$ cat src/rtl/tbg_pkg.sv
// package for the three-bank gpio block: register map, field layout,
// reset values and interrupt polarity encodings.
// assumes a byte-wide register port with byte addresses.
package tbg_pkg;
    // ========================================
    // widths
    localparam int TBG_NPIN = 8;
    localparam int TBG_NBANK = 3;
    localparam int TBG_NALL = 24;
    localparam int TBG_ADDR_W = 8;
    localparam int TBG_NGRP = 2;

    // ========================================
    // register offsets
    localparam logic [7:0] TBG_BASE_A = 8'h08;
    localparam logic [7:0] TBG_BASE_B = 8'h04;
    localparam logic [7:0] TBG_BASE_C = 8'h00;
    localparam logic [7:0] TBG_SUB_VALUE = 8'h00;
    localparam logic [7:0] TBG_SUB_DIR = 8'h01;
    localparam logic [7:0] TBG_SUB_MODE = 8'h02;
    localparam logic [7:0] TBG_OFF_IRQ_POL = 8'h0c;

    // ========================================
    // bank indices and reset values
    localparam int TBG_BANK_A = 0;
    localparam int TBG_BANK_B = 1;
    localparam int TBG_BANK_C = 2;
    localparam logic [7:0] TBG_RST_VALUE = 8'h00;
    localparam logic [7:0] TBG_RST_DIR = 8'h00;
    localparam logic [7:0] TBG_RST_MODE = 8'h00;
    localparam logic [3:0] TBG_RST_POL = 4'h0;
    localparam int TBG_POL0_LSB = 0;
    localparam int TBG_POL1_LSB = 2;

    // ========================================
    // interrupt polarity choices
    typedef enum logic [1:0] {
        TBG_POL_FALL_LOW = 2'b00,
        TBG_POL_RISE = 2'b01,
        TBG_POL_FALL = 2'b10,
        TBG_POL_BOTH = 2'b11
    } tbg_pol_e;
endpackage

$ cat src/rtl/tbg_irq_if.sv
// interface between the gpio core and one interrupt group detector.
// assumes both ends run on core_clk.
`timescale 1ns/10ps
interface tbg_irq_if;
    import tbg_pkg::*;
    logic level;
    tbg_pol_e pol;
    logic pol_wr;
    logic ack;
    logic req;
    modport core (output level, output pol, output pol_wr, output ack,
        input req);
    modport det (input level, input pol, input pol_wr, input ack,
        output req);
endinterface

$ cat src/rtl/tbg_irq_det.sv
// edge/level detector and request latch for one interrupt group.
// assumes the combined group level is already synchronised.
`timescale 1ns/10ps
module tbg_irq_det import tbg_pkg::*; (
    // clock and reset
    input wire logic core_clk,
    input wire logic srst,
    // group link
    tbg_irq_if.det grp
);
    logic prev_q;
    logic req_q;
    logic evt;

    // ========================================
    // event detection
    always_comb begin
        case (grp.pol)
            TBG_POL_FALL_LOW: evt = ~grp.level;
            TBG_POL_FALL: evt = prev_q & ~grp.level;
            TBG_POL_RISE: evt = ~prev_q & grp.level;
            TBG_POL_BOTH: evt = prev_q ^ grp.level;
            default: evt = 1'b0;
        endcase
    end

    always_ff @(posedge core_clk) begin
        if (srst) begin
            prev_q <= 1'b1;
        end else begin
            prev_q <= grp.level;
        end
    end

    // ========================================
    // request latch: a new event beats ack or a polarity change
    always_ff @(posedge core_clk) begin
        if (srst) begin
            req_q <= 1'b0;
        end else if (evt) begin
            req_q <= 1'b1;
        end else if (grp.ack || grp.pol_wr) begin
            req_q <= 1'b0;
        end
    end

    assign grp.req = req_q;
endmodule // tbg_irq_det

$ cat src/rtl/tbg_gpio.sv
// three-bank gpio core: registers, pin drivers, alternate functions and
// external interrupt grouping.
// assumes pins arrive asynchronously and peripherals run on core_clk.
//
// What this block does
// - each bank has eight bits; bit x of every register controls pin x
// - direction resets to zero; zero is input, one is output
// - reading an input pin returns the live pin level
// - output pins drive the latch and read back the latch
// - writes always update the latch, even for input pins
// - input-with-interrupt pins raise a request on the selected event
// - pins of one interrupt group are anded before detection
// - output pins never generate interrupts
// - a claiming peripheral overrides pin settings and drives it
// - peripheral input pins stay readable through the value register
// - bank a: option selects interrupt input; register output is open drain, but a push-pull peripheral claim enables the p-driver
// - banks b, c: option selects pull-up interrupt or push-pull
// - p-driver only in push-pull; pull-up only in pull-up input
// - option register resets to zero, floating inputs
// - without option register, direction alone sets the pin
// - polarity picks fall+low, fall, rise or both; fall+low at reset
`timescale 1ns/10ps
module tbg_gpio import tbg_pkg::*; #(
    parameter int BANK_C_PINS = 6,
    parameter logic [2:0] OPT_PRESENT = 3'b111,
    parameter logic [23:0] EI1_MAP = 24'hffff00
) (
    // clock and reset
    input wire logic core_clk,
    input wire logic srst,
    // register port
    input wire logic [7:0] reg_addr,
    input wire logic [7:0] reg_wdata,
    input wire logic reg_wr,
    input wire logic reg_rd,
    output logic [7:0] reg_rdata,
    // bank a pins
    input wire logic [7:0] bank_a_pins_in,
    output logic [7:0] bank_a_pins_out,
    output logic [7:0] bank_a_pins_oe,
    output logic [7:0] bank_a_pull_en,
    output logic [7:0] bank_a_p_drive_en,
    // bank b pins
    input wire logic [7:0] bank_b_pins_in,
    output logic [7:0] bank_b_pins_out,
    output logic [7:0] bank_b_pins_oe,
    output logic [7:0] bank_b_pull_en,
    output logic [7:0] bank_b_p_drive_en,
    // bank c pins
    input wire logic [BANK_C_PINS-1:0] bank_c_pins_in,
    output logic [BANK_C_PINS-1:0] bank_c_pins_out,
    output logic [BANK_C_PINS-1:0] bank_c_pins_oe,
    output logic [BANK_C_PINS-1:0] bank_c_pull_en,
    output logic [BANK_C_PINS-1:0] bank_c_p_drive_en,
    // peripheral alternate functions, index bank*8+pin
    input wire logic [23:0] alt_claim,
    input wire logic [23:0] alt_value,
    input wire logic [23:0] alt_push_pull,
    output logic [23:0] alt_pin_level,
    // external interrupt requests
    input wire logic [1:0] irq_ack,
    output logic [1:0] irq_req
);
    // ========================================
    // elaboration checks
    if (BANK_C_PINS < 1 || BANK_C_PINS > TBG_NPIN) begin : g_chk
        $error("bank c pin count must be 1 to 8");
    end

    // ========================================
    // declarations
    logic [7:0] value_bits_q [TBG_NBANK];
    logic [7:0] direction_bits_q [TBG_NBANK];
    logic [7:0] config_bits_q [TBG_NBANK];
    logic [3:0] pol_q;
    logic [7:0] rdata_q;
    logic [23:0] pin_raw;
    logic [23:0] sync1_q;
    logic [23:0] sync2_q;
    logic [23:0] present;
    logic [23:0] drv_out;
    logic [23:0] drv_oe;
    logic [23:0] drv_pull;
    logic [23:0] drv_p;
    logic [23:0] irq_sel;
    logic [23:0] read_bits;
    logic [1:0] grp_level;
    logic pol_hit;

    // ========================================
    // address decode
    function automatic logic [7:0] bank_base(input int b);
        case (b)
            TBG_BANK_A: bank_base = TBG_BASE_A;
            TBG_BANK_B: bank_base = TBG_BASE_B;
            default: bank_base = TBG_BASE_C;
        endcase
    endfunction

    function automatic logic hit(input logic [7:0] addr, input int b,
        input logic [7:0] sub);
        hit = (addr == (bank_base(b) + sub));
    endfunction

    // ========================================
    // register writes
    always_ff @(posedge core_clk) begin
        for (int b = 0; b < TBG_NBANK; b++) begin
            if (srst) begin
                value_bits_q[b] <= TBG_RST_VALUE;
            end else if (reg_wr && hit(reg_addr, b, TBG_SUB_VALUE)) begin
                value_bits_q[b] <= reg_wdata;
            end
        end
    end

    always_ff @(posedge core_clk) begin
        for (int b = 0; b < TBG_NBANK; b++) begin
            if (srst) begin
                direction_bits_q[b] <= TBG_RST_DIR;
            end else if (reg_wr && hit(reg_addr, b, TBG_SUB_DIR)) begin
                direction_bits_q[b] <= reg_wdata;
            end
        end
    end

    // a bank without an option register keeps it at zero
    always_ff @(posedge core_clk) begin
        for (int b = 0; b < TBG_NBANK; b++) begin
            if (srst || !OPT_PRESENT[b]) begin
                config_bits_q[b] <= TBG_RST_MODE;
            end else if (reg_wr && hit(reg_addr, b, TBG_SUB_MODE)) begin
                config_bits_q[b] <= reg_wdata;
            end
        end
    end

    assign pol_hit = reg_wr && (reg_addr == TBG_OFF_IRQ_POL);

    always_ff @(posedge core_clk) begin
        if (srst) begin
            pol_q <= TBG_RST_POL;
        end else if (pol_hit) begin
            pol_q <= reg_wdata[3:0];
        end
    end

    // ========================================
    // pin synchroniser
    assign pin_raw = {{(TBG_NPIN-BANK_C_PINS){1'b0}}, bank_c_pins_in,
        bank_b_pins_in, bank_a_pins_in};
    assign present = {{(TBG_NPIN-BANK_C_PINS){1'b0}}, {BANK_C_PINS{1'b1}},
        16'hffff};

    always_ff @(posedge core_clk) begin
        if (srst) begin
            sync1_q <= 24'h000000;
            sync2_q <= 24'h000000;
        end else begin
            sync1_q <= pin_raw;
            sync2_q <= sync1_q;
        end
    end

    assign alt_pin_level = sync2_q & present;

    // ========================================
    // per-pin mode decode
    always_comb begin
        drv_out = 24'h000000;
        drv_oe = 24'h000000;
        drv_pull = 24'h000000;
        drv_p = 24'h000000;
        irq_sel = 24'h000000;
        read_bits = 24'h000000;
        for (int i = 0; i < TBG_NALL; i++) begin
            automatic int b = i / TBG_NPIN;
            automatic int k = i % TBG_NPIN;
            automatic logic d = direction_bits_q[b][k];
            automatic logic o = config_bits_q[b][k];
            automatic logic l = value_bits_q[b][k];
            if (alt_claim[i]) begin
                // peripheral wins over register settings
                drv_oe[i] = alt_push_pull[i] | ~alt_value[i];
                drv_out[i] = alt_push_pull[i] & alt_value[i];
                drv_p[i] = alt_push_pull[i];
            end else if (d) begin
                if (b != TBG_BANK_A && o) begin
                    drv_oe[i] = 1'b1;
                    drv_out[i] = l;
                    drv_p[i] = 1'b1;
                end else begin
                    // open drain; bank a reserved option also lands here
                    drv_oe[i] = ~l;
                    drv_out[i] = 1'b0;
                end
            end else begin
                drv_pull[i] = (b != TBG_BANK_A) && o;
                irq_sel[i] = o;
            end
            read_bits[i] = d ? l : sync2_q[i];
        end
        drv_out = drv_out & present;
        drv_oe = drv_oe & present;
        drv_pull = drv_pull & present;
        drv_p = drv_p & present;
        irq_sel = irq_sel & present;
        read_bits = read_bits & present;
    end

    assign bank_a_pins_out = drv_out[7:0];
    assign bank_a_pins_oe = drv_oe[7:0];
    assign bank_a_pull_en = drv_pull[7:0];
    assign bank_a_p_drive_en = drv_p[7:0];
    assign bank_b_pins_out = drv_out[15:8];
    assign bank_b_pins_oe = drv_oe[15:8];
    assign bank_b_pull_en = drv_pull[15:8];
    assign bank_b_p_drive_en = drv_p[15:8];
    assign bank_c_pins_out = drv_out[16 +: BANK_C_PINS];
    assign bank_c_pins_oe = drv_oe[16 +: BANK_C_PINS];
    assign bank_c_pull_en = drv_pull[16 +: BANK_C_PINS];
    assign bank_c_p_drive_en = drv_p[16 +: BANK_C_PINS];

    // ========================================
    // interrupt groups
    // one low member holds the whole group low and hides the others
    assign grp_level[0] = &(sync2_q | ~(irq_sel & ~EI1_MAP));
    assign grp_level[1] = &(sync2_q | ~(irq_sel & EI1_MAP));

    tbg_irq_if grp_if [TBG_NGRP] ();

    for (genvar g = 0; g < TBG_NGRP; g++) begin : g_grp
        assign grp_if[g].level = grp_level[g];
        assign grp_if[g].pol = tbg_pol_e'(pol_q[2*g +: 2]);
        assign grp_if[g].pol_wr = pol_hit &&
            (reg_wdata[2*g +: 2] != pol_q[2*g +: 2]);
        assign grp_if[g].ack = irq_ack[g];
        assign irq_req[g] = grp_if[g].req;
        tbg_irq_det u_det (
            .core_clk(core_clk),
            .srst(srst),
            .grp(grp_if[g])
        );
    end

    // ========================================
    // register reads, one cycle latency, unmapped reads zero
    always_ff @(posedge core_clk) begin
        if (srst) begin
            rdata_q <= 8'h00;
        end else if (reg_rd) begin
            rdata_q <= 8'h00;
            for (int b = 0; b < TBG_NBANK; b++) begin
                if (hit(reg_addr, b, TBG_SUB_VALUE)) begin
                    rdata_q <= read_bits[b*TBG_NPIN +: TBG_NPIN];
                end
                if (hit(reg_addr, b, TBG_SUB_DIR)) begin
                    rdata_q <= direction_bits_q[b];
                end
                if (hit(reg_addr, b, TBG_SUB_MODE)) begin
                    rdata_q <= config_bits_q[b];
                end
            end
            if (reg_addr == TBG_OFF_IRQ_POL) begin
                rdata_q <= {4'h0, pol_q};
            end
        end
    end

    assign reg_rdata = rdata_q;
endmodule // tbg_gpio

$ cat config.mk
export PLATFORM = sky130hd
export DESIGN_NAME = tbg_gpio
export DESIGN_NICKNAME = d
export VERILOG_FILES = /design/src/rtl/tbg_pkg.sv /design/src/rtl/tbg_irq_if.sv /design/src/rtl/tbg_irq_det.sv /design/src/rtl/tbg_gpio.sv
export SDC_FILE = /design/constraint.sdc
export NUM_CORES = 1
export LEC_CHECK = 0
export BUFFER_PORTS_ARGS = -buffer_cell sky130_fd_sc_hd__buf_2
export CELL_PAD_IN_SITES_DETAIL_PLACEMENT = 2
export CELL_PAD_IN_SITES_GLOBAL_PLACEMENT = 2
export CORE_MARGIN = 3
export CORE_UTILIZATION = 32
export DETAILED_ROUTE_END_ITERATION = 8
export PLACE_DENSITY = 0.82
export SYNTH_ARGS = -nofsm -noshare
export SYNTH_HDL_FRONTEND = slang
export SYNTH_HIERARCHICAL = 1
export SYNTH_SLANG_ARGS = --single-unit
$ cat constraint.sdc
create_clock -name core_clk -period 5.5 [get_ports core_clk]
set_input_delay 1.1 -clock core_clk [delete_from_list [all_inputs] [get_ports core_clk]]
set_output_delay 1.1 -clock core_clk [all_outputs]
set_load 0.01 [all_outputs]
==> results.json <==
{
  "status": "completed",
  "postSynthCellCount": 735,
  "final_hold_viol_count": 0,
  "diodes": 0,
  "grt_pass1_wl_mm": 42.59,
  "place_area_sq_um": 8213,
  "cts_sinks": 130,
  "postCtsHoldBufs": 0,
  "clock_latency_ns": 0.43,
  "max_stage_delay_ns": 1.06,
  "vias": 6747,
  "fin_crit_sh": 0.6799,
  "whs_ns": 0.4333,
  "firstDrtPassIters": 5,
  "power_leakage_nw": 3.802,
  "worstPathCellList": "buf_2 -> nor4b_2 -> buf_4 -> nand2_1 -> o21ai_0",
  "tns_ns": 0,
  "clock_path_buffers": 2,
  "setup_ws_ns": 1.761,
  "start_util": 0.3275,
  "grt_pass1_vias": 7062,
  "place.gp.congestion": 0.9139,
  "worstRegToRegCells": 10,
  "cts_tree": "done",
  "cp_slowest_cell": "o21ai_0",
  "ys_seq_area_frac": 0.4783,
  "clk_pin_slew_ns": 0.06,
  "endpoint": "config_bits_q[2][2]$_SDFFCE_PN0P_",
  "areaGrowthSynthToFinish_pct": 27.37,
  "timing.slew.headroom": 0.1206,
  "h-tree-depth": 4,
  "die_h_um": 152.9,
  "fin_skew_ns": 0.007390,
  "regToRegSetupSlack_ns": 1.99,
  "crit_buf_inv": 2,
  "cp.depth": 5,
  "ys_seq_elements": 130,
  "drv_cap": 0,
  "io_pins": 238,
  "cts-buffers-inserted": 17,
  "grt-ovfl-total": 0,
  "finalSetupViolations": 0,
  "arrival_ns": 3.78,
  "worst_slew_pin_slew_ns": 1.305,
  "dieArea_sq_um": 23380,
  "drc_errors": 0,
  "hold_start": "sync1_q[0]$_SDFF_PP0_",
  "crit_type": "input port to flip-flop",
  "ys.warnings.count": 6,
  "worstPathRequired_ns": 5.54,
  "powerDensity_nw_per_um2": 291.6,
  "wl_mm": 28.22,
  "antenna_found_initial": 1,
  "critPathMaxFanout": 29,
  "ant_nets": 0,
  "ys_types": 60,
  "reg2reg_from": "config_bits_q[2][0]$_SDFFCE_PN0P_",
  "fmax_ghz": 0.2674,
  "die_x_um": 152.9,
  "drv_slew": 0,
  "io_buffers": 221,
  "final_cell_area_sq_um": 8797,
  "wl_per_cell_um": 22.74,
  "regArea_sq_um": 3303,
  "drt-initial-drc-count": 519,
  "grt_max_degree": 63,
  "crit_path_start": "reg_addr[0]",
  "r2r-end": "g_grp[1].u_det/grp.req$_SDFFE_PP0P_",
  "critPathTopFamily": "compound AO/OA/AOI/OAI gates",
  "multi_input_area_sq_um": 3234,
  "post-route-util": 0.4172,
  "ys_async_sr_fraction": 0,
  "core_area_sq_um": 21090,
  "dp_slack_ns": 1.470,
  "cp-start-kind": "input port",
  "grt_usage": 0.2339,
  "cts_resized": 0,
  "period_minus_slack_ns": 3.739,
  "dp_hpwl_mm": 21.02,
  "hp-class": "flip-flop to flip-flop",
  "yosys_most_used_dff": "edfxtp_1",
  "postCtsSetupBuffers": 0,
  "ir_worst_vdd_mv": 0.2166,
  "via_per_inst": 5.437,
  "syn_avg_cell_area_sq_um": 9.397,
  "fillCellCount": 2368,
  "cts-root-buf": "clkbuf_16",
  "drive_gt1_frac": 0.2826,
  "rsz0062_at_grt": "false",
  "end_kind": "flip-flop",
  "nets": 1073,
  "synth-edff-count": 70,
  "rows": 53,
  "syn_area_sq_um": 6907
}
-- metal layers --
layer  global-route usage  share of wire
met2               0.4095           0.50
met3              0.04530          0.072
met5                    0        0.00025
met4              0.05091          0.012
met1               0.3010           0.42
-- cells in the final DEF (no fill, tap or decap), types with 5 or more instances in the layout --
cell type / n
a21oi_1: 34
nor3b_1: 28
buf_2: 221
nand3_1: 30
edfxtp_1: 70
nand2b_1: 7
a22o_1: 5
nor3_1: 6
conb_1: 10
dfxtp_1: 60
o31ai_1: 8
and3_1: 13
nor2b_1: 50
inv_1: 46
a211o_1: 14
clkbuf_16: 19
and2_1: 78
buf_4: 7
nand2_1: 63
nor2_1: 31
xnor2_1: 5
inv_6: 7
mux2i_1: 7
o22ai_1: 22
o32ai_1: 6
nor4b_1: 6
o21ai_0: 50
-- cell usage after synthesis (14+ instances only) --
| cell type | n | area [sq um] |
|---|---|---|
| a211o_1 | 14 | 122.6 |
| a21oi_1 | 34 | 170.2 |
| and2_1 | 78 | 488.0 |
| buf_4 | 16 | 120.1 |
| clkbuf_1 | 15 | 56.30 |
| dfxtp_1 | 60 | 1201 |
| edfxtp_1 | 70 | 2102 |
| inv_1 | 46 | 172.7 |
| nand2_1 | 63 | 236.5 |
| nand3_1 | 30 | 150.1 |
| nor2_1 | 31 | 116.4 |
| nor2b_1 | 50 | 312.8 |
| nor3b_1 | 28 | 210.2 |
| o21ai_0 | 51 | 255.2 |
| o22ai_1 | 22 | 137.6 |
-- worst register-to-register path, cell delays in order, from the launching register on --
cell and delay [ns]:
edfxtp_1 0.47, nor3b_1 0.22, nor2b_1 0.17, a2111oi_0 0.55, nand2_1 0.23, a2111oi_0 0.89, inv_1 0.16, ha_1 0.33
nand2_1 0.05, a41oi_1 0.21, o31ai_1 0.10
-- where the power goes --
group          internal, mW  switching (mW)
logic                 0.127           0.200
clock network         0.643           0.479
registers              1.07          0.0455
total                  1.84           0.725
-- registers in the layout, summed over array words and instances, names as in the netlist --
name	flops
pol_q	4
value_bits_q	22
direction_bits_q	24
reg_rdata	8
g_grp.u_det/prev_q	2
config_bits_q	24
sync2_q	22
sync1_q	22
g_grp.u_det/grp.req	2
-- logic make-up (layout without fill, tap and decap cells) --
group | Yosys count | after routing | share of synthesized area
buffers and inverters | 84 | 306 | 0.05833
other | 1 | 10 | 0.0005430
xor gates and xnor gates | 5 | 5 | 0.006340
muxes | 7 | 7 | 0.01015
DFF | 130 | 130 | 0.4783
and+or+nand+nor | 337 | 337 | 0.2842
adders and majority gates | 4 | 4 | 0.007247
AOI/OAI and AO/OA | 167 | 167 | 0.1549
-- area by class of cell --
class,instances,share of cell area
clock buffer,19,0.05405
inverter,46,0.01963
clock inverter,13,0.01237
timing repair buffer,228,0.1317
tap,275,0.03911
sequential,130,0.3755
multi-input combinational,530,0.3677
-- per-stage QoR --
step                      total power, mW  instances
after floorplan                     1.288        744
after global placement              1.439       1209
after detailed placement            1.456       1209
after CTS                           2.579       1241
after global routing                2.655       1241
final                               2.565       1241
-- how the worst min path moves through the flow --
stage                        endpoint  cells after the start
2_1_floorplan   sync2_q[0]$_SDFF_PP0_                      1
3_3_place_gp   sync2_q[15]$_SDFF_PP0_                      1
3_5_place_dp   sync2_q[18]$_SDFF_PP0_                      1
4_1_cts         sync2_q[0]$_SDFF_PP0_                      1
5_1_grt         sync2_q[4]$_SDFF_PP0_                      1
6_report        sync2_q[0]$_SDFF_PP0_                      1
Power figures use the tool's default switching activity.
